<file path="config.mk">
export PLATFORM = sky130hd
export DESIGN_NAME = imu_timing
export DESIGN_NICKNAME = d
export VERILOG_FILES = /design/src/inc/imu_timing_pkg.sv /design/src/inc/pin_sync_if.sv /design/src/hdl/pin_sync.sv /design/src/hdl/imu_timing.sv
export VERILOG_INCLUDE_DIRS = /design/src /design/src/inc
export SDC_FILE = /design/constraint.sdc
export NUM_CORES = 1
export LEC_CHECK = 0
export BUFFER_PORTS_ARGS = -buffer_cell sky130_fd_sc_hd__clkbuf_2
export CAP_MARGIN = 5
export CORE_MARGIN = 10
export CORE_UTILIZATION = 40
export DETAILED_ROUTE_END_ITERATION = 12
export HOLD_SLACK_MARGIN = 0.08
export SYNTH_ARGS = -nofsm -noshare
export SYNTH_HDL_FRONTEND = slang
export SYNTH_SLANG_ARGS = --single-unit
</file>
<file path="constraint.sdc">
create_clock -name clk_i -period 11.03 [get_ports clk_i]
set_input_delay 0.5515 -clock clk_i [delete_from_list [all_inputs] [get_ports clk_i]]
set_output_delay 0.5515 -clock clk_i [all_outputs]
set_load 0.005 [all_outputs]
</file>
<file path="src/inc/imu_timing_map.svh">
// offsets, field positions, reset values and timing figures of the imu timing block
// assumes a 200 MHz core clock; every cycle count below is derived from it
`ifndef IMU_TIMING_MAP_SVH
`define IMU_TIMING_MAP_SVH

// ************************************************************
// register offsets (byte addresses, 16-bit registers)
// ************************************************************
`define ADDR_CMD         8'h00
`define ADDR_MISC        8'h04
`define ADDR_STATUS      8'h08
`define ADDR_IRQ_STAT    8'h0C
`define ADDR_IRQ_MASK    8'h10
`define ADDR_WORDS       8'h14

// ************************************************************
// field positions and reset values
// ************************************************************
`define CMD_SWRST        7
`define CMD_RESTORE      1
`define CMD_BACKUP       3
`define CMD_FLTEST       4
`define CMD_SELFTEST     2
`define MISC_SYNC_LSB    2
`define SYNC_DIRECT      2'h1
`define MISC_RESET       16'h0000
`define MASK_RESET       4'h0
`define EV_DONE          0
`define EV_DRDY          1
`define EV_SYNC_SHORT    2
`define EV_IGNORED       3

// ************************************************************
// timing figures in their own units, and derived cycle counts
// ************************************************************
`define CLK_MHZ          200
`define CYC_MS(t)        ((t) * `CLK_MHZ * 1000)
`define CYC_US(t)        ((t) * `CLK_MHZ)
`define T_POWERUP_MS     310
`define T_RECOVER_MS     255
`define T_RESTORE_MS     136
`define T_BACKUP_MS      70
`define T_FLTEST_MS      30
`define T_SELFTEST_MS    24
`define T_SYNC_MIN_US    5
`define SYNC_TO_DATA_READY_DELAY_US        305
`define SYNC_TO_DATA_READY_DELAY_FULL_US   405
`define SAMPLE_HZ        2000
`define FULL_WORDS       64
`define WORD_BITS        16
`define SAMPLE_CYC       (`CLK_MHZ * 1000000 / `SAMPLE_HZ)
`define SELFTEST_SAMPLES (`T_SELFTEST_MS * `SAMPLE_HZ / 1000)
`define STDR_PER_WORD    (`CYC_US(`SYNC_TO_DATA_READY_DELAY_FULL_US - `SYNC_TO_DATA_READY_DELAY_US) / `FULL_WORDS)

`endif

</file>
<file path="src/inc/imu_timing_pkg.sv">
// types shared by the imu timing block
// assumes nothing of its surroundings
package imu_timing_pkg;

    // ************************************************************
    // sequencer states
    // ************************************************************
    typedef enum logic [2:0] {
        ST_POWERUP  = 3'b000,
        ST_READY    = 3'b001,
        ST_RST_HOLD = 3'b010,
        ST_RECOVER  = 3'b011,
        ST_RESTORE  = 3'b100,
        ST_BACKUP   = 3'b101,
        ST_FLTEST   = 3'b110,
        ST_SELFTEST = 3'b111
    } state_e;

endpackage

</file>
<file path="src/inc/pin_sync_if.sv">
// bundle between the imu timing top and its pin synchroniser
// assumes one clock domain; the raw side comes from package pins
`timescale 1ns/1ps
interface pin_sync_if;
    logic       ce;
    logic [3:0] raw;
    logic [3:0] synced;
    modport syncer (input ce, input raw, output synced);
    modport user   (output ce, output raw, input synced);
endinterface

</file>
<file path="src/hdl/pin_sync.sv">
// two-flop synchroniser for all asynchronous pins of the imu timing block
// assumes the raw inputs may change at any time relative to clk_i
`timescale 1ns/1ps
module pin_sync #(
    parameter logic [3:0] RESET_VAL = 4'h0
) (
    input  wire logic    clk_i,
    input  wire logic    rst_b_i,
    pin_sync_if.syncer   pins
);
    logic [3:0] meta_q;
    logic [3:0] sync_q;

    // first stage is read only by the second stage
    always_ff @(posedge clk_i or negedge rst_b_i) begin
        if (!rst_b_i) begin
            meta_q <= RESET_VAL;
            sync_q <= RESET_VAL;
        end else if (pins.ce) begin
            meta_q <= pins.raw;
            sync_q <= meta_q;
        end
    end

    assign pins.synced = sync_q;
endmodule

</file>
<file path="src/hdl/imu_timing.sv">
// sequencing and sync-to-data-ready timing of an inertial sensor host interface
// assumes a register master on clk_i; reset pin, sync, serial clock and select are async pins
//
// Summary of operation
// - after power-up, no data ready until 310 ms have passed
// - command bit 7 soft reset; data again no sooner than 255 ms
// - command bit 1 restores factory calibration, busy for 136 ms
// - command bit 3 backs configuration up to flash, busy for 70 ms
// - command bit 4 tests flash integrity, done after 30 ms
// - command bit 2 runs sensor self test, done after 24 ms
// - with external sample clock below 2000 Hz self test may run longer
// - direct sync, no traffic: data ready 305 us after sync edge
// - direct sync, 64 words read: data ready after 405 us
// - sync-to-ready delay grows with words the host still reads
`timescale 1ns/1ps
`include "imu_timing_map.svh"
module imu_timing #(
    parameter int unsigned POWERUP_CYC  = `CYC_MS(`T_POWERUP_MS),
    parameter int unsigned RECOVER_CYC  = `CYC_MS(`T_RECOVER_MS),
    parameter int unsigned RESTORE_CYC  = `CYC_MS(`T_RESTORE_MS),
    parameter int unsigned BACKUP_CYC   = `CYC_MS(`T_BACKUP_MS),
    parameter int unsigned FLTEST_CYC   = `CYC_MS(`T_FLTEST_MS),
    parameter int unsigned SELFTEST_CYC = `CYC_MS(`T_SELFTEST_MS),
    parameter int unsigned SAMPLE_CYC   = `SAMPLE_CYC,
    parameter int unsigned STDR_CYC     = `CYC_US(`SYNC_TO_DATA_READY_DELAY_US)
) (
    input  wire logic        clk_i,
    input  wire logic        rst_b_i,
    input  wire logic        ce_i,
    input  wire logic        rst_pin_b_i,
    input  wire logic        sync_i,
    input  wire logic        sclk_i,
    input  wire logic        cs_b_i,
    input  wire logic [7:0]  addr_i,
    input  wire logic [15:0] wdata_i,
    input  wire logic        wr_i,
    input  wire logic        rd_i,
    output logic      [15:0] rdata_o,
    output logic             data_ready_o,
    output logic             busy_o,
    output logic             irq_o
);
    localparam int unsigned SYNC_MIN_CYC = `CYC_US(`T_SYNC_MIN_US);
    localparam int unsigned PER_WORD     = `STDR_PER_WORD;
    localparam int          ST_SAMPLES   = `SELFTEST_SAMPLES;

    // ************************************************************
    // pin synchronisation
    // ************************************************************
    pin_sync_if pins ();
    logic pin_rst_b;
    logic sync_s;
    logic sclk_s;
    logic cs_b_s;

    assign pins.ce  = ce_i;
    assign pins.raw = {cs_b_i, sclk_i, sync_i, rst_pin_b_i};
    assign {cs_b_s, sclk_s, sync_s, pin_rst_b} = pins.synced;

    pin_sync #(.RESET_VAL(4'hD)) u_sync (
        .clk_i   (clk_i),
        .rst_b_i (rst_b_i),
        .pins    (pins)
    );

    logic sync_d1_q;
    logic sclk_d1_q;

    // edge history of the synchronised sync and serial clock pins; resets to the idle levels so no false edge
    always_ff @(posedge clk_i or negedge rst_b_i) begin
        if (!rst_b_i) begin
            sync_d1_q <= 1'b0;
            sclk_d1_q <= 1'b1;
        end else if (ce_i) begin
            sync_d1_q <= sync_s;
            sclk_d1_q <= sclk_s;
        end
    end

    logic sync_rise;
    logic sync_fall;
    logic sclk_rise;
    assign sync_rise = sync_s & ~sync_d1_q;
    assign sync_fall = ~sync_s & sync_d1_q;
    assign sclk_rise = sclk_s & ~sclk_d1_q & ~cs_b_s;

    // ************************************************************
    // registers written by software
    // ************************************************************
    logic [15:0] misc_q;
    logic [3:0]  mask_q;
    logic        direct_mode;
    logic        cmd_wr;
    imu_timing_pkg::state_e state_q;
    imu_timing_pkg::state_e state_d;

    assign direct_mode = misc_q[`MISC_SYNC_LSB +: 2] == `SYNC_DIRECT;
    assign cmd_wr      = wr_i && (addr_i == `ADDR_CMD);

    // soft and pin reset return the control register to its default
    always_ff @(posedge clk_i or negedge rst_b_i) begin
        if (!rst_b_i) begin
            misc_q <= `MISC_RESET;
            mask_q <= `MASK_RESET;
        end else if (ce_i) begin
            if (state_d == imu_timing_pkg::ST_RST_HOLD ||
                (state_q == imu_timing_pkg::ST_READY &&
                 state_d == imu_timing_pkg::ST_RECOVER)) begin
                misc_q <= `MISC_RESET;
            end else if (wr_i && addr_i == `ADDR_MISC) begin
                misc_q <= wdata_i;
            end
            if (wr_i && addr_i == `ADDR_IRQ_MASK) begin
                mask_q <= wdata_i[3:0];
            end
        end
    end

    // ************************************************************
    // command sequencer
    // ************************************************************
    logic [31:0] timer_q;
    logic [7:0]  st_cnt_q;
    logic        timer_zero;
    logic        sample_tick;
    assign timer_zero = timer_q == 32'h0000_0000;

    // one command at a time, soft reset wins over the others
    always_comb begin
        state_d = state_q;
        if (!pin_rst_b) begin
            state_d = imu_timing_pkg::ST_RST_HOLD;
        end else begin
            case (state_q)
                imu_timing_pkg::ST_RST_HOLD: state_d = imu_timing_pkg::ST_RECOVER;
                imu_timing_pkg::ST_SELFTEST: begin
                    if (timer_zero && st_cnt_q >= 8'(ST_SAMPLES)) begin
                        state_d = imu_timing_pkg::ST_READY;
                    end
                end
                imu_timing_pkg::ST_READY: begin
                    if (cmd_wr && wdata_i[`CMD_SWRST]) begin
                        state_d = imu_timing_pkg::ST_RECOVER;
                    end else if (cmd_wr && wdata_i[`CMD_RESTORE]) begin
                        state_d = imu_timing_pkg::ST_RESTORE;
                    end else if (cmd_wr && wdata_i[`CMD_BACKUP]) begin
                        state_d = imu_timing_pkg::ST_BACKUP;
                    end else if (cmd_wr && wdata_i[`CMD_FLTEST]) begin
                        state_d = imu_timing_pkg::ST_FLTEST;
                    end else if (cmd_wr && wdata_i[`CMD_SELFTEST]) begin
                        state_d = imu_timing_pkg::ST_SELFTEST;
                    end
                end
                default: begin
                    if (timer_zero) begin
                        state_d = imu_timing_pkg::ST_READY;
                    end
                end
            endcase
        end
    end

    // interval length of a state, counted from the cycle it is entered
    function automatic logic [31:0] dur(input imu_timing_pkg::state_e s);
        case (s)
            imu_timing_pkg::ST_RECOVER:  dur = 32'(RECOVER_CYC - 1);
            imu_timing_pkg::ST_RESTORE:  dur = 32'(RESTORE_CYC - 1);
            imu_timing_pkg::ST_BACKUP:   dur = 32'(BACKUP_CYC - 1);
            imu_timing_pkg::ST_FLTEST:   dur = 32'(FLTEST_CYC - 1);
            imu_timing_pkg::ST_SELFTEST: dur = 32'(SELFTEST_CYC - 1);
            default:                     dur = 32'h0000_0000;
        endcase
    endfunction

    // state register; power-up interval starts at reset release
    always_ff @(posedge clk_i or negedge rst_b_i) begin
        if (!rst_b_i) begin
            state_q <= imu_timing_pkg::ST_POWERUP;
        end else if (ce_i) begin
            state_q <= state_d;
        end
    end

    // interval timer loads on every state change and runs down to zero
    always_ff @(posedge clk_i or negedge rst_b_i) begin
        if (!rst_b_i) begin
            timer_q <= 32'(POWERUP_CYC - 1);
        end else if (ce_i) begin
            if (state_d != state_q) begin
                timer_q <= dur(state_d);
            end else if (!timer_zero) begin
                timer_q <= timer_q - 32'h0000_0001;
            end
        end
    end

    // self test also waits for enough samples, so a slow external clock stretches it
    always_ff @(posedge clk_i or negedge rst_b_i) begin
        if (!rst_b_i) begin
            st_cnt_q <= 8'h00;
        end else if (ce_i) begin
            if (state_q != imu_timing_pkg::ST_SELFTEST) begin
                st_cnt_q <= 8'h00;
            end else if (sample_tick && st_cnt_q != 8'hFF) begin
                st_cnt_q <= st_cnt_q + 8'h01;
            end
        end
    end

    // ************************************************************
    // sample timing and data ready
    // ************************************************************
    logic [31:0] sample_q;
    logic [31:0] stdr_q;
    logic        stdr_run_q;
    logic [3:0]  bit_cnt_q;
    logic [6:0]  words_q;
    logic        word_done;
    logic        ready;
    logic        stdr_end;

    assign ready       = state_q == imu_timing_pkg::ST_READY;
    assign sample_tick = direct_mode ? sync_rise : (sample_q == 32'h0000_0000);
    assign word_done   = sclk_rise && bit_cnt_q == 4'(`WORD_BITS - 1);
    assign stdr_end    = stdr_run_q && stdr_q == 32'h0000_0000;

    // internal sample clock, free running
    always_ff @(posedge clk_i or negedge rst_b_i) begin
        if (!rst_b_i) begin
            sample_q <= 32'(SAMPLE_CYC - 1);
        end else if (ce_i) begin
            sample_q <= (sample_q == 32'h0000_0000) ? 32'(SAMPLE_CYC - 1) :
                        sample_q - 32'h0000_0001;
        end
    end

    // serial traffic is only observed, one word per sixteen clock edges
    always_ff @(posedge clk_i or negedge rst_b_i) begin
        if (!rst_b_i) begin
            bit_cnt_q <= 4'h0;
        end else if (ce_i) begin
            if (cs_b_s) begin
                bit_cnt_q <= 4'h0;
            end else if (sclk_rise) begin
                bit_cnt_q <= bit_cnt_q + 4'h1;
            end
        end
    end

    // sync latency: base delay plus a share per word read while it runs
    always_ff @(posedge clk_i or negedge rst_b_i) begin
        if (!rst_b_i) begin
            stdr_q     <= 32'h0000_0000;
            stdr_run_q <= 1'b0;
            words_q    <= 7'h00;
        end else if (ce_i) begin
            if (!ready || !direct_mode) begin
                stdr_run_q <= 1'b0;
            end else if (sync_rise) begin
                stdr_q     <= 32'(STDR_CYC - 1);
                stdr_run_q <= 1'b1;
                words_q    <= 7'h00;
            end else if (stdr_end) begin
                stdr_run_q <= 1'b0;
            end else if (stdr_run_q) begin
                if (word_done && words_q != 7'(`FULL_WORDS)) begin
                    stdr_q  <= stdr_q - 32'h0000_0001 + 32'(PER_WORD);
                    words_q <= words_q + 7'h01;
                end else begin
                    stdr_q <= stdr_q - 32'h0000_0001;
                end
            end
        end
    end

    logic drdy_q;
    logic drdy_set;
    assign drdy_set = ready && (direct_mode ? stdr_end : sample_tick);

    // a new acquisition invalidates the previous sample; busy intervals hold it off
    always_ff @(posedge clk_i or negedge rst_b_i) begin
        if (!rst_b_i) begin
            drdy_q <= 1'b0;
        end else if (ce_i) begin
            if (!ready) begin
                drdy_q <= 1'b0;
            end else if (drdy_set) begin
                drdy_q <= 1'b1;
            end else if (sync_rise) begin
                drdy_q <= 1'b0;
            end
        end
    end

    // ************************************************************
    // interrupts and register reads
    // ************************************************************
    logic [3:0]  irq_q;
    logic [3:0]  ev;
    logic [15:0] sync_w_q;
    logic [15:0] rdata_q;

    // pulse width guard; the counter saturates well above the minimum
    always_ff @(posedge clk_i or negedge rst_b_i) begin
        if (!rst_b_i) begin
            sync_w_q <= 16'h0000;
        end else if (ce_i) begin
            if (!sync_s) begin
                sync_w_q <= 16'h0000;
            end else if (sync_w_q != 16'hFFFF) begin
                sync_w_q <= sync_w_q + 16'h0001;
            end
        end
    end

    assign ev[`EV_DONE]       = !ready && state_d == imu_timing_pkg::ST_READY;
    assign ev[`EV_DRDY]       = drdy_set;
    assign ev[`EV_SYNC_SHORT] = direct_mode && sync_fall && sync_w_q < 16'(SYNC_MIN_CYC);
    assign ev[`EV_IGNORED]    = cmd_wr && !ready && wdata_i != 16'h0000;

    // sticky events; read clears, a same-cycle event wins
    always_ff @(posedge clk_i or negedge rst_b_i) begin
        if (!rst_b_i) begin
            irq_q <= 4'h0;
        end else if (ce_i) begin
            irq_q <= ((rd_i && addr_i == `ADDR_IRQ_STAT) ? 4'h0 : irq_q) | ev;
        end
    end

    // read data stand one cycle after the strobe; unmapped reads give zero
    always_ff @(posedge clk_i or negedge rst_b_i) begin
        if (!rst_b_i) begin
            rdata_q <= 16'h0000;
        end else if (ce_i) begin
            if (!rd_i) begin
                rdata_q <= 16'h0000;
            end else if (addr_i == `ADDR_MISC) begin
                rdata_q <= misc_q;
            end else if (addr_i == `ADDR_STATUS) begin
                rdata_q <= {11'h000, drdy_q, !ready, state_q};
            end else if (addr_i == `ADDR_IRQ_STAT) begin
                rdata_q <= {12'h000, irq_q};
            end else if (addr_i == `ADDR_IRQ_MASK) begin
                rdata_q <= {12'h000, mask_q};
            end else if (addr_i == `ADDR_WORDS) begin
                rdata_q <= {9'h000, words_q};
            end else begin
                rdata_q <= 16'h0000;
            end
        end
    end

    assign rdata_o      = rdata_q;
    assign data_ready_o = drdy_q;
    assign busy_o       = !ready;
    assign irq_o        = |(irq_q & mask_q);
endmodule

</file>
Word level (Yosys, flattened, before mapping)

Cells that the tools add are included.

Input bits: 33
Bits in read-only memories: 0
Memory bits (writable): 0
Register bits after elaboration: 186
Output and inout bits: 19
Memories kept: 0
Latch bits: 0
Word-level logic and storage cells: 156

Equal/unequal tests: 26
Multipliers: 0
Reductions and logical operators: 47
Add/subtract/negate cells: 8
Bitwise gates (word level): 11
Magnitude comparators: 2
Div/mod/pow operators: 0
Shifts and indexed selects: 0
Multiplexer cells: 44

Operators with widths:

| operator                                                                        | number |
|---|---|
| 32-bit two-way mux                                                              | 7 |
| 26-bit case mux with 5 select lines                                             | 1 |
| 32-bit logical NOT                                                              | 3 |
| 16-bit two-way mux                                                              | 6 |
| 32-bit by 1-bit subtractor with 32-bit output (second input constant)           | 3 |
| 7-bit two-way mux                                                               | 8 |
| 32-bit by 9-bit adder with 32-bit output (second input constant)                | 1 |
| 3-bit two-way mux                                                               | 8 |
| 1-bit logical AND                                                               | 21 |
| 16-bit by 1-bit adder with 16-bit output (second input constant)                | 1 |
| 8-bit by 4-bit == test with 1-bit output (second input constant)                | 2 |
| 8-bit by 5-bit == test with 1-bit output (second input constant)                | 2 |
| 16-bit by 10-bit less-than comparator with 1-bit output (second input constant) | 1 |
| 8-bit two-way mux                                                               | 2 |
| 16-bit != test (second input constant)                                          | 1 |
| 2-bit AND reduction                                                             | 8 |
| 16-bit nonzero test                                                             | 1 |
| 3-bit == test (second input constant)                                           | 5 |
| 4-bit two-way mux                                                               | 3 |
| 2-bit nonzero test                                                              | 5 |
| 3-bit by 2-bit == test with 1-bit output (second input constant)                | 3 |
| 3-bit case mux with 3 select lines                                              | 1 |
| 8-bit by 1-bit adder with 8-bit output (second input constant)                  | 1 |
| 8-bit by 3-bit == test with 1-bit output (second input constant)                | 1 |
| 25 further kinds                                                                | 43 |

Longest topological paths before layout

Gate-level depths: netlist of the first run.

Depth in word-level cells: 15
Mapped depth: 15
Gate-level depth less buffers: 14

Cells and area by module

Synthesis of the first run repeated with hierarchy kept, for this count alone.

Cells, all modules: 1226
Area, all modules: 11130.7 um^2

Modules (own cells, without submodules):

| module     | cells each | times used | seq. area each (um^2) | area an instance (um^2) |
|---|---|---|---|---|
| imu_timing | 1209       | 1          | 4488.1                | 10791.6 |
| pin_sync   | 17         | 1          | 207.7                 | 339.1 |

Least setup slack after synthesis of the first run

OpenSTA, ideal clock, no wires.

Kind: reg-to-reg
Start: register stdr_q[0]
End: register stdr_q[25]
Period minus slack after synthesis: 3.986 ns
Library setup time: 0.119 ns
Required time: 10.911 ns
Stages on the path, launching flop included: 14
Path slack: 7.044 ns
Buffers on the path: 2
Arrival time: 3.868 ns
Cells stage by stage: dfrtp_1 -> inv_1 -> ha_1 -> or4b_1 -> buf_2 -> or4_4 -> or3_1 -> o31a_1 -> or4b_1 -> buf_2 -> or4_1 -> o21ai_1 -> o21ai_1 -> a21bo_1

Word-level cells in the longest chain between the ends: 6
Elaborated cells between the ends (all ways): 10
Those cells by class: add/sub (2); eq/ne (1); mux (4); reduce/logical (3)

RTL lines:

| item                                          | line                                 | RTL |
|---|---|---|
| start: declaration                            | imu_timing.sv:214                    | `logic [31:0] stdr_q;` |
| start signal: assignment                      | imu_timing.sv:260                    | `stdr_q <= 32'(STDR_CYC - 1);` |
| start signal: assignment                      | imu_timing.sv:267                    | `stdr_q <= stdr_q - 32'h0000_0001 + 32'(PER_WORD);` |
| start signal: assignment                      | imu_timing.sv:270                    | `stdr_q <= stdr_q - 32'h0000_0001;` |
| 32-bit by 1-bit subtractor with 32-bit output | imu_timing.sv:267, imu_timing.sv:270 |  |
| 32-bit by 9-bit adder with 32-bit output      | imu_timing.sv:267                    |  |
| 32-bit two-way mux                            | imu_timing.sv:266                    | `` if (word_done && words_q != 7'(`FULL_WORDS)) begin `` |
| 32-bit two-way mux                            | imu_timing.sv:265                    | `end else if (stdr_run_q) begin` |
| 32-bit two-way mux                            | imu_timing.sv:263                    | `end else if (stdr_end) begin` |
| 32-bit two-way mux                            | imu_timing.sv:259                    | `end else if (sync_rise) begin` |

Parallel ways exist; a longest one is shown, timed or not. The select of a mux whose other input is x is not followed.
A chain may end at the register's enable or synchronous reset.

Worst setup path after layout of the first run

Start: register timer_q[14]
End: register misc_q[9]

Word-level cells in the longest chain between the ends: 10
Elaborated cells between the ends (all ways): 13
Those cells by class: eq/ne (2); mux (5); reduce/logical (6)

RTL lines:

| item                                     | line              | RTL |
|---|---|---|
| start: declaration                       | imu_timing.sv:122 | `logic [31:0] timer_q;` |
| start signal: assignment                 | imu_timing.sv:187 | `timer_q <= 32'(POWERUP_CYC - 1);` |
| start signal: assignment                 | imu_timing.sv:190 | `timer_q <= dur(state_d);` |
| start signal: assignment                 | imu_timing.sv:192 | `timer_q <= timer_q - 32'h0000_0001;` |
| 32-bit logical NOT *                     | imu_timing.sv:126 | `assign timer_zero = timer_q == 32'h0000_0000;` |
| 1-bit logical AND                        | imu_timing.sv:137 | `if (timer_zero && st_cnt_q >= 8'(ST_SAMPLES)) begin` |
| 3-bit two-way mux                        | imu_timing.sv:137 |  |
| 3-bit case mux with 3 select lines *     | imu_timing.sv:134 | `case (state_q)` |
| 3-bit two-way mux *                      | imu_timing.sv:131 | `if (!pin_rst_b) begin` |
| 3-bit by 2-bit == test with 1-bit output | imu_timing.sv:108 | `state_d == imu_timing_pkg::ST_RECOVER)) begin` |
| 1-bit logical AND                        | imu_timing.sv:107 | `(state_q == imu_timing_pkg::ST_READY &&` |
| 1-bit logical OR *                       | imu_timing.sv:106 | `if (state_d == imu_timing_pkg::ST_RST_HOLD \|\|` |
| 2-bit nonzero test (no line)             | n/a               |  |
| 2-bit AND reduction (no line)            | n/a               |  |
| end signal: assignment                   | imu_timing.sv:103 | `` misc_q <= `MISC_RESET; `` |
| end signal: assignment                   | imu_timing.sv:109 | `` misc_q <= `MISC_RESET; `` |
| end signal: assignment                   | imu_timing.sv:111 | `misc_q <= wdata_i;` |
| end: declaration                         | imu_timing.sv:90  | `logic [15:0] misc_q;` |

Every way passes the cells marked *; elsewhere a longest branch is shown, timed or not.

==> results by group, run 1 <==
Run status
  • Status: complete, no violations

GRT
  • Via count of the first global-routing pass: 8720
  • Wire length of the first global-routing pass: 46300 um
  • Total track usage: 16.6%
  • Pin count of the biggest net entering global routing: 95
  • Global-route congestion overflow total: 0
  • Number of antenna violations at the first check in global routing: 1

Timing
  • Final max-slew violation count: 0
  • Ratio of final minimum period to clock period: roughly two fifths
  • Setup_tns: 0 ns
  • Final setup violating endpoints: 0
  • Setup repair after global routing missed its margin: false
  • Final min period: 4.53 ns
  • Slew margin rel.: about 20%
  • Worst setup skew after layout: 0.0112 ns
  • Final count of hold timing violations: 0
  • Slew @ Worst Pin: 1.19 ns
  • Maximum clock rate: 0.221 GHz

Setup path
  • Required time of the worst setup path: 11.40 ns
  • Sort of element at the end of the critical path: flip-flop
  • Largest fanout on the critical path: 16
  • Critical path start-end classification: flip-flop to flip-flop
  • Arrival @ worst endpoint: roughly 4.9 ns
  • Critical Path Start Type: flip-flop

Die
  • Row count: 59
  • I/O pin count: 52
  • Overall die width: 184 um
  • Initial core utilization: 40.9%
  • Floorplan die area: 0.0338 sq mm
  • Floorplan Core Area: about 0.026 sq mm
  • Die boundary height: around 180 um

Clock network
  • Post-CTS Setup Inserts: 0
  • Quantity of hold-fixing buffers added after cts: 0
  • TritonCTS clock tree: built
  • Number of buffers inserted during clock tree synthesis: 17
  • Post-CTS clock slew at the launch and capture registers of the worst setup and hold paths: 0.07 ns
  • Clock Latency Late Sink: 0.44 ns
  • Number of sinks on the clock net: around 190
  • Gates resized, CTS repair: 0
  • CTS H-tree depth: 4
  • Buffer type at the clock tree root: sky130_fd_sc_hd__clkbuf_16
  • Number of buffers on the longest clock path: 2

Layout
  • Post-layout utilization of the core: 45.1%
  • # nets final: around 1300
  • Layout area overhead: 10.3%
  • Diodes inserted: 0
  • Commonest non-fill, non-tap cells in the layout: 153 x sky130_fd_sc_hd__dfrtp_1, 127 x sky130_fd_sc_hd__nor2_1, 104 x sky130_fd_sc_hd__o21ai_0
  • Ratio of cells with drive above 1 in the final layout: 13.1%
  • Commonest non-fill, non-tap cell in the layout: sky130_fd_sc_hd__dfrtp_1

Route
  • Number of DRC markers in iteration 0: 709
  • Detailed-routed wire length on met3: 1200 um
  • Routed via count: slightly above 9000
  • Detailed-route wire length per cell: 17.5 um
  • Vias per std cell: 5.82
  • Total routed wirelength: 27700 um
  • Drt first pass iters: 5
  • Highest routed metal layer: met5
  • Met2 WL post-DR: ~13000 um
  • ANT nets after route: 0
  • Met1 Routed Length: 13300 um
  • Post-route DRC violation count: 0

Yosys
  • Area of the mapped netlist: about 0.011 sq mm
  • Number of flops mapped to enable cells by yosys: 0
  • Register area share after synthesis: 43.7%
  • Combinational family with the most area after synthesis: simple AND/OR/NAND/NOR gates
  • Fraction of the mapped netlist area in simple logic gates: between 20 and 25%
  • Share of synthesized area spent on multiplexers: 2.81%
  • Fraction of the mapped netlist area in adder cells: 1.28%
  • Most used DFF post-synth: sky130_fd_sc_hd__dfrtp_1
  • Yosys warns: 0
  • Async set-reset flop share out of synthesis: 100%
  • Syn_nets: approximately 1300
  • Average footprint of a synthesized cell: slightly below 9 sq um
  • Synthesized instance count: 1211
  • Distinct cell type count after synthesis: 69
  • Compound-Gate Fraction of Synth Area: 18.3%
  • Synthesis-stage register bit count: 186
  • XOR/XNOR Fraction of Synth Area: 5.87%

Pwr
  • P_leak: 0.00488 uW
  • Final total power: approximately 1800 uW
  • Max VDD drop: 0.0987 mV
  • Power per unit of standard cell area: 148 mW/mm^2

Run
  • Number of maximum-capacitance violations: 0

Placement
  • Final weighted congestion of routability-driven global placement: about 0.86
  • Port-buffer cells: 51
  • Post-DP HPWL: 19400 um

Worst hold path
  • Type of the most critical hold path: input pin to asynchronous set/reset pin
cell type report:
type                       instances  area (sq um)
clock buffer                      19           443
clock inverter                    13           135
fill                            2588         14400
inverter                          32           120
multi-input combinational        931          5690
sequential                       186          4700
tap                              335           419
timing repair buffer              63           354
cells in the mapped netlist, drive strengths merged, types with 4 or more instances:
master   instances  area [sq um]
inv             30           113
mux2            17           191
o211ai           6          45.0
a311oi           4          35.0
nand4           27           169
and2             8          50.1
a221oi           6          52.6
o31a             4          35.0
nand2b          13          81.3
buf              5          30.0
a22o            31           272
nor4            38           244
mux2i           11           110
o31ai           11          82.6
o2bb2ai          8          70.1
nor2           127           477
a31oi           20           125
and4             8          70.1
and3            14          87.6
xnor2           40           350
xor2            32           280
nor2b           10          62.6
dfstp           33           867
a211oi           8          60.1
or2              8          50.1
a21oi           59           295
nor3b            8          60.1
a22oi            5          37.5
or3             33           206
o21ai          111           556
o21a             6          45.0
clkbuf          57           214
ha              11           138
dfrtp          153          3830
nand3           45           225
or4             13           101
nor3            51           260
nand3b           5          37.5
nand2           93           349
power by group:
part           total (uW)  internal, uW  switching [uW]
clock network         618           325             292
logic                 282           109             172
registers             853           777            75.6
state kept, by name, indices dropped and copies added, names as in the netlist:
name	flops
mask_q	4
state_q	3
data_ready_o	1
words_q	7
misc_q	16
sample_q	32
rdata_o	16
sync_w_q	16
irq_q	4
bit_cnt_q	4
stdr_q	32
sclk_d1_q	1
st_cnt_q	8
u_sync.meta_q	4
sync_d1_q	1
u_sync.pins.synced	4
timer_q	32
stdr_run_q	1
cells by family (layout without fill, tap and decap cells):
family	count (synthesis)	in the layout
AO/OA/AOI/OAI	308	308
XOR/XNOR	72	72
adder cells (fa/ha/maj)	11	11
buffers and inverters	94	127
flip-flops	186	186
multiplexers	28	28
AND/OR/NAND/NOR	512	512
per-layer routing:
metal	track usage, %	vias up
li1	-	4503
met1	22.7	4481
met2	26.2	177
met3	3.52	26
met4	4.29	2
met5	0	-
worst paths after layout:
check | start | to | slack, ns | depth (start not counted)
max | timer_q[14] | misc_q[9] | 6.50 | 8
min | rst_b_i | misc_q[8] | 0.17 | 1
max reg2reg | timer_q[14] | misc_q[9] | 6.50 | 8
min reg2reg | sample_q[2] | sample_q[2] | 0.47 | 2
max in group asynchronous | rst_b_i | stdr_q[18] | 9.74 | 2
min in group clk_i | sync_i | u_sync.meta_q[1] | 0.34 | 2
worst max-delay path, stage by stage, from the launching register on:
cell	delay [ns]
sky130_fd_sc_hd__dfrtp_1	0.41
sky130_fd_sc_hd__or4_1	0.55
sky130_fd_sc_hd__or4_1	0.59
sky130_fd_sc_hd__nor3_1	0.42
sky130_fd_sc_hd__nand2_1	0.21
sky130_fd_sc_hd__a211oi_1	0.77
sky130_fd_sc_hd__a211oi_1	0.28
sky130_fd_sc_hd__o21ai_1	0.94
sky130_fd_sc_hd__a22o_1	0.28
through the flow:
step	cells	cell area [sq um]	worst slack [ns]	hold slack, ns
after floorplan	1211	10700	7.04	0.256
after global placement	1547	11300	6.78	0.452
after detailed placement	1547	11300	6.67	0.460
after CTS	1579	11900	6.62	0.214
after global routing	1579	11900	5.93	0.236
final	1579	11900	6.50	0.175
No activity file was read; power rests on OpenSTA's default activity.
==> run 2: changes to the inputs <==
- clock period: 11.03 -> 3.8 ns (I/O delays scaled with it)
==> run 2 against run 1 <==
Net effect: critical path depth is 3 higher; first-iteration DRC count is 12% higher; sequential cell count stayed put; global-route usage is 0.77 points higher; wire length is 3.8% higher; clock-buffer cell count is 1 higher; combinational power grew to 3.1 times the previous value; setup slack worse by 6.4 ns.
==> results by group, run 2 (synthesis gave the netlist of run 1 again) <==
Run status
  • Status: complete, no violations

Route
  • Drt first pass iters: 5
  • Post-route DRC violation count: 0
  • Number of DRC markers in iteration 0: between 700 and 800
  • Detailed-route wire length per cell: around 17 um
  • Routed via count: 9558
  • Vias per std cell: 5.76
  • ANT nets after route: 0
  • Total routed wirelength: approximately 29000 um

Setup path
  • Critical Path Start Type: flip-flop
  • Largest fanout on the critical path: 5
  • Cell-by-cell trace of the critical path: inv_2 -> ha_4 -> or4b_4 -> or4_4 -> or3_4 -> o31a_1 -> or4b_4 -> or4_4 -> o21ai_2 -> o21ai_1 -> a21bo_1
  • Critical path start-end classification: flip-flop to flip-flop
  • Arrival @ worst endpoint: 4.02 ns
  • Crit-path slowest cell: sky130_fd_sc_hd__or4b_4
  • Required time of the worst setup path: 4.13 ns
  • Critical Path Max Stage Delay: between 0.5 and 0.6 ns
  • Sort of element at the end of the critical path: flip-flop

Timing
  • Final min period: between 3 and 4 ns
  • Post-route setup slack: 0.111 ns
  • Worst setup skew after layout: around 0.012 ns
  • Maximum clock rate: 0.271 GHz
  • Final hold slack: 0.112 ns
  • Final count of hold timing violations: 0
  • Slew margin rel.: 42.8%
  • Final setup violating endpoints: 0
  • Ratio of final minimum period to clock period: 97.1%
  • Setup repair after global routing missed its margin: false
  • Slew @ Worst Pin: approximately 0.86 ns
  • Final max-slew violation count: 0

Layout
  • Post-layout instance count excluding filler cells: 1660
  • Summed area of non-filler cells in the final layout: between 0.01 and 0.015 sq mm
  • Ratio of cells with drive above 1 in the final layout: 17.7%
  • Commonest non-fill, non-tap cells in the layout: 153 x sky130_fd_sc_hd__dfrtp_1, 125 x sky130_fd_sc_hd__nor2_1, 104 x sky130_fd_sc_hd__o21ai_0
  • Diodes inserted: 0
  • Post-layout utilization of the core: 47.8%
  • Regs by FF count: sample_q: 32 flops, stdr_q: 32 flops, timer_q: 32 flops
  • Layout area overhead: 16.9%
  • Commonest non-fill, non-tap cell in the layout: sky130_fd_sc_hd__dfrtp_1
  • # nets final: ~1400

Placement
  • Port-buffer cells: 51
  • Number of instances in the placed design: roughly 1600
  • Area post-placement: 0.0117 sq mm
  • Post-DP HPWL: ~21000 um
  • Final weighted congestion of routability-driven global placement: between 0.8 and 0.9
  • Minimum setup slack after placement: -0.000510 ns

Worst hold path
  • Type of the most critical hold path: input pin to flip-flop

Clock network
  • Number of sinks on the clock net: 186
  • Buffer type at the clock tree root: sky130_fd_sc_hd__clkbuf_16
  • CTS H-tree depth: 4
  • TritonCTS clock tree: built
  • Number of buffers on the longest clock path: 2
  • Clock Latency Late Sink: 0.44 ns
  • Post-CTS clock slew at the launch and capture registers of the worst setup and hold paths: 0.08 ns
  • Number of buffers inserted during clock tree synthesis: 17

Pwr
  • Max VDD drop: around 0.26 mV
  • P_leak: around 0.0053 uW
  • Power per unit of standard cell area: 408 mW/mm^2

GRT
  • Total track usage: 17.4%
  • Pin count of the biggest net entering global routing: 105
  • Number of antenna violations at the first check in global routing: 2
  • Wire length of the first global-routing pass: around 48000 um
  • Global-route congestion overflow total: 0
  • Via count of the first global-routing pass: 9133

Die
  • I/O pin count: 52
  • Overall die width: 184 um
  • Row count: 59
  • Die boundary height: 184 um
  • Initial core utilization: 40.9%
  • Floorplan die area: about 0.034 sq mm
  • Floorplan Core Area: 0.0263 sq mm

Run
  • Number of maximum-capacitance violations: 0
[run 2: cell count changes in the layout (fill, tap and decap cells not counted), sizes merged]
cell / delta
dlygate4sd3: +20
buf: +61
clkinvlp: -2
inv: +1
clkbuf: +1
[run 2: final cells by class]
type	count	area (sq um)
repair buffers	144	1010
well taps	335	419
clock inverters	12	130
multi-input cells	931	5740
inverters	32	120
flip-flops and latches	186	4700
clock buffers	20	447
fillers	2517	13700
[run 2: routing by layer]
metal	GRT usage, %	part of all wire [%]
met1	24.2	48
met2	27.8	47
met3	2.67	3.6
met4	3.93	1.1
met5	0	0
[run 2: worst max-delay path: cells and delay by family (launching register included)]
| family | cells | cell delay [ns] |
|---|---|---|
| adders and majority gates | 1 | 0.13 |
| AOI/OAI and AO/OA | 4 | 0.66 |
| buffers and inverters | 1 | 0.09 |
| DFF | 1 | 0.41 |
| and+or+nand+nor | 5 | 2.29 |
[run 2: worst paths after layout]
kind                       slack, ns        start  depth (start not counted)           to
max reg2reg                     0.11    stdr_q[1]                         11   stdr_q[25]
min                             0.11   wdata_i[7]                          2    misc_q[7]
min reg2reg                     0.47  sample_q[2]                          2  sample_q[2]
max in group asynchronous       2.37      rst_b_i                          3   timer_q[0]
min in group asynchronous       0.42      rst_b_i                          2   misc_q[11]
max                             0.11    stdr_q[1]                         11   stdr_q[25]
[run 2: metrics by stage]
step	TNS (ns)	power [uW]
after global routing	0	5410
after detailed placement	-0.000510	3350
after global placement	0	3330
after floorplan	-0.0610	3060
after CTS	0	5180
final	0	5120
[run 2: timing repair]
| item | CTS | global route |
|---|---|---|
| hold buffers | 20 | 0 |
| resized for setup | 2 | 9 |
| setup buffers | 0 | 2 |
| hold endpoints to repair | 109 | 0 |
| pin swaps | 0 | 7 |
| endpoints found under the setup margin | 1 | 19 |
[run 2: power by group]
part           internal (uW)  total, uW  switching [uW]
clock network            948       1790             838
logic                    357        871             514
registers               2260       2460             209
total                   3560       5120            1560
==> run 3: changes to the inputs <==
- CELL_PAD_IN_SITES_DETAIL_PLACEMENT: default -> 1
- CELL_PAD_IN_SITES_GLOBAL_PLACEMENT: default -> 1
- PLACE_DENSITY_LB_ADDON: default -> 0.1
- clock period: 3.8 -> 4.75 ns (I/O delays scaled with it)
==> run 3 against run 2 <==
Net effect: first-iteration DRC count is 39% lower; clock power is 17% lower; sequential cell count stayed put; cell count is 2.5% lower; cell area is 2.5% lower; power is 19% lower; setup slack better by 0.40 ns; hold slack worse by 0.011 ns; critical path depth stayed put; largest cell class unchanged; fmax is 13% lower; sequential power is 19% lower.
==> results by group, run 3 (synthesis gave the netlist of run 1 again) <==
Timing
  • Worst setup skew after layout: between 0.02 and 0.025 ns
  • Final max-slew violation count: 0
  • Setup repair after global routing missed its margin: false
  • Final setup violating endpoints: 0
  • Slew margin rel.: 16.3%
  • Maximum clock rate: 0.236 GHz
  • Post-route setup slack: 0.506 ns
  • Final count of hold timing violations: 0
  • Ratio of final minimum period to clock period: 89.3%
  • Final min period: 4.24 ns
  • Slew @ Worst Pin: approximately 1.2 ns
  • Setup_tns: 0 ns

Layout
  • Commonest non-fill, non-tap cells in the layout: 153 x sky130_fd_sc_hd__dfrtp_1, 126 x sky130_fd_sc_hd__nor2_1, 104 x sky130_fd_sc_hd__o21ai_0
  • # nets final: around 1300
  • Summed area of non-filler cells in the final layout: 0.0122 sq mm
  • Commonest non-fill, non-tap cell in the layout: sky130_fd_sc_hd__dfrtp_1
  • Ratio of cells with drive above 1 in the final layout: 14.6%
  • Layout area overhead: 14.0%
  • Diodes inserted: 0
  • Regs by FF count: sample_q: 32 flops, stdr_q: 32 flops, timer_q: 32 flops
  • Post-layout instance count excluding filler cells: 1619

Route
  • Detailed-route wire length per cell: 19.6 um
  • ANT nets after route: 0
  • Drt first pass iters: 5
  • Post-route DRC violation count: 0
  • Routed via count: about 9500
  • Number of DRC markers in iteration 0: 483
  • Vias per std cell: just under 6
  • Total routed wirelength: about 32000 um

Setup path
  • Critical Path Start Type: flip-flop
  • Largest fanout on the critical path: 8
  • Crit-path slowest cell: sky130_fd_sc_hd__or4b_1
  • Required time of the worst setup path: 5.08 ns
  • Critical Path Max Stage Delay: 0.71 ns
  • Sort of element at the end of the critical path: flip-flop
  • Critical path start-end classification: flip-flop to flip-flop
  • Cell-by-cell trace of the critical path: inv_1 -> ha_1 -> or4b_1 -> or4_4 -> or3_1 -> o31a_1 -> or4b_1 -> or4_1 -> o21ai_1 -> o21ai_1 -> a21bo_1
  • Arrival @ worst endpoint: about 4.6 ns

Clock network
  • Number of buffers inserted during clock tree synthesis: 17
  • Quantity of hold-fixing buffers added after cts: 19
  • Number of buffers on the longest clock path: 2
  • Post-CTS clock slew at the launch and capture registers of the worst setup and hold paths: ~0.080 ns
  • Post-CTS Setup Inserts: 0
  • Number of sinks on the clock net: around 190
  • CTS H-tree depth: 4
  • TritonCTS clock tree: built
  • Buffer type at the clock tree root: sky130_fd_sc_hd__clkbuf_16
  • Gates resized, CTS repair: 0
  • Clock Latency Late Sink: 0.45 ns

Placement
  • Post-DP HPWL: 22400 um
  • Area post-placement: 0.0115 sq mm
  • Final weighted congestion of routability-driven global placement: roughly 0.85
  • Minimum setup slack after placement: 0.536 ns
  • Port-buffer cells: 51
  • Number of instances in the placed design: 1568

Worst hold path
  • Type of the most critical hold path: input pin to flip-flop

Pwr
  • Max VDD drop: 0.204 mV
  • P_leak: 0.00508 uW
  • Final total power: 4160 uW
  • Power per unit of standard cell area: 339 mW/mm^2

GRT
  • Wire length of the first global-routing pass: 53300 um
  • Pin count of the biggest net entering global routing: 100
  • Via count of the first global-routing pass: 9835
  • Total track usage: 19.3%
  • Global-route congestion overflow total: 0
  • Number of antenna violations at the first check in global routing: 0

Die
  • Floorplan die area: 0.0338 sq mm
  • Overall die width: ~180 um
  • Floorplan Core Area: 0.0263 sq mm
  • I/O pin count: 52
  • Row count: 59
  • Initial core utilization: 40.9%
  • Die boundary height: 184 um

Run
  • Number of maximum-capacitance violations: 0

Run status
  • Status: complete, no violations
## run 3: layout make-up
cell class	instances	area, sq um
Clock buffer	18	450
Clock inverter	14	150
Fill cell	3080	14000
Inverter	32	120
Multi-Input combinational cell	931	5700
Sequential cell	186	4700
Tap cell	335	419
Timing Repair Buffer	103	714
## run 3: power breakdown
part | internal (uW) | total [uW] | switching [uW]
Combinational | 271 | 689 | 419
Sequential | 1800 | 1990 | 183
Clock | 738 | 1480 | 740
## run 3: path summary, 6_finish.rpt
path / from / to / depth (start not counted) / slack, ns
worst max register to register: stdr_q[0] / stdr_q[25] / 11 / 0.51
worst min-delay path: wdata_i[3] / misc_q[3] / 2 / 0.10
worst max-delay path: stdr_q[0] / stdr_q[25] / 11 / 0.51
max in group asynchronous: rst_b_i / u_sync.pins.synced[3] / 3 / 3.36
worst min register to register: sample_q[2] / sample_q[2] / 2 / 0.49
min in group asynchronous: rst_b_i / sample_q[21] / 2 / 0.38
## run 3: metal layers
| metal | vias up | wire [um] | part of all wire (%) | track usage, % |
|---|---|---|---|---|
| li1 | 4558 | - | - | - |
| met1 | 4823 | 15000 | 47 | 25.3 |
| met2 | 123 | 15400 | 49 | 32.5 |
| met3 | 34 | 886 | 2.8 | 2.77 |
| met4 | 0 | 494 | 1.6 | 4.92 |
| met5 | - | 0 | 0 | 0 |
## run 3: through the flow
step | hold slack [ns] | utilization (%)
floorplan | -0.0581 | -
global placement | 0.341 | 43.6
detailed placement | 0.338 | 43.6
CTS | 0.0815 | 46.6
global route | 0.112 | 46.6
finish | 0.101 | 46.6
## run 3: critical path, delay by kind of cell, from the launching register on
family	cells	cell delay, ns
flops	1	0.42
fa+ha+maj	1	0.26
compound gates	4	0.72
buf+inv	1	0.10
simple gates	5	2.63
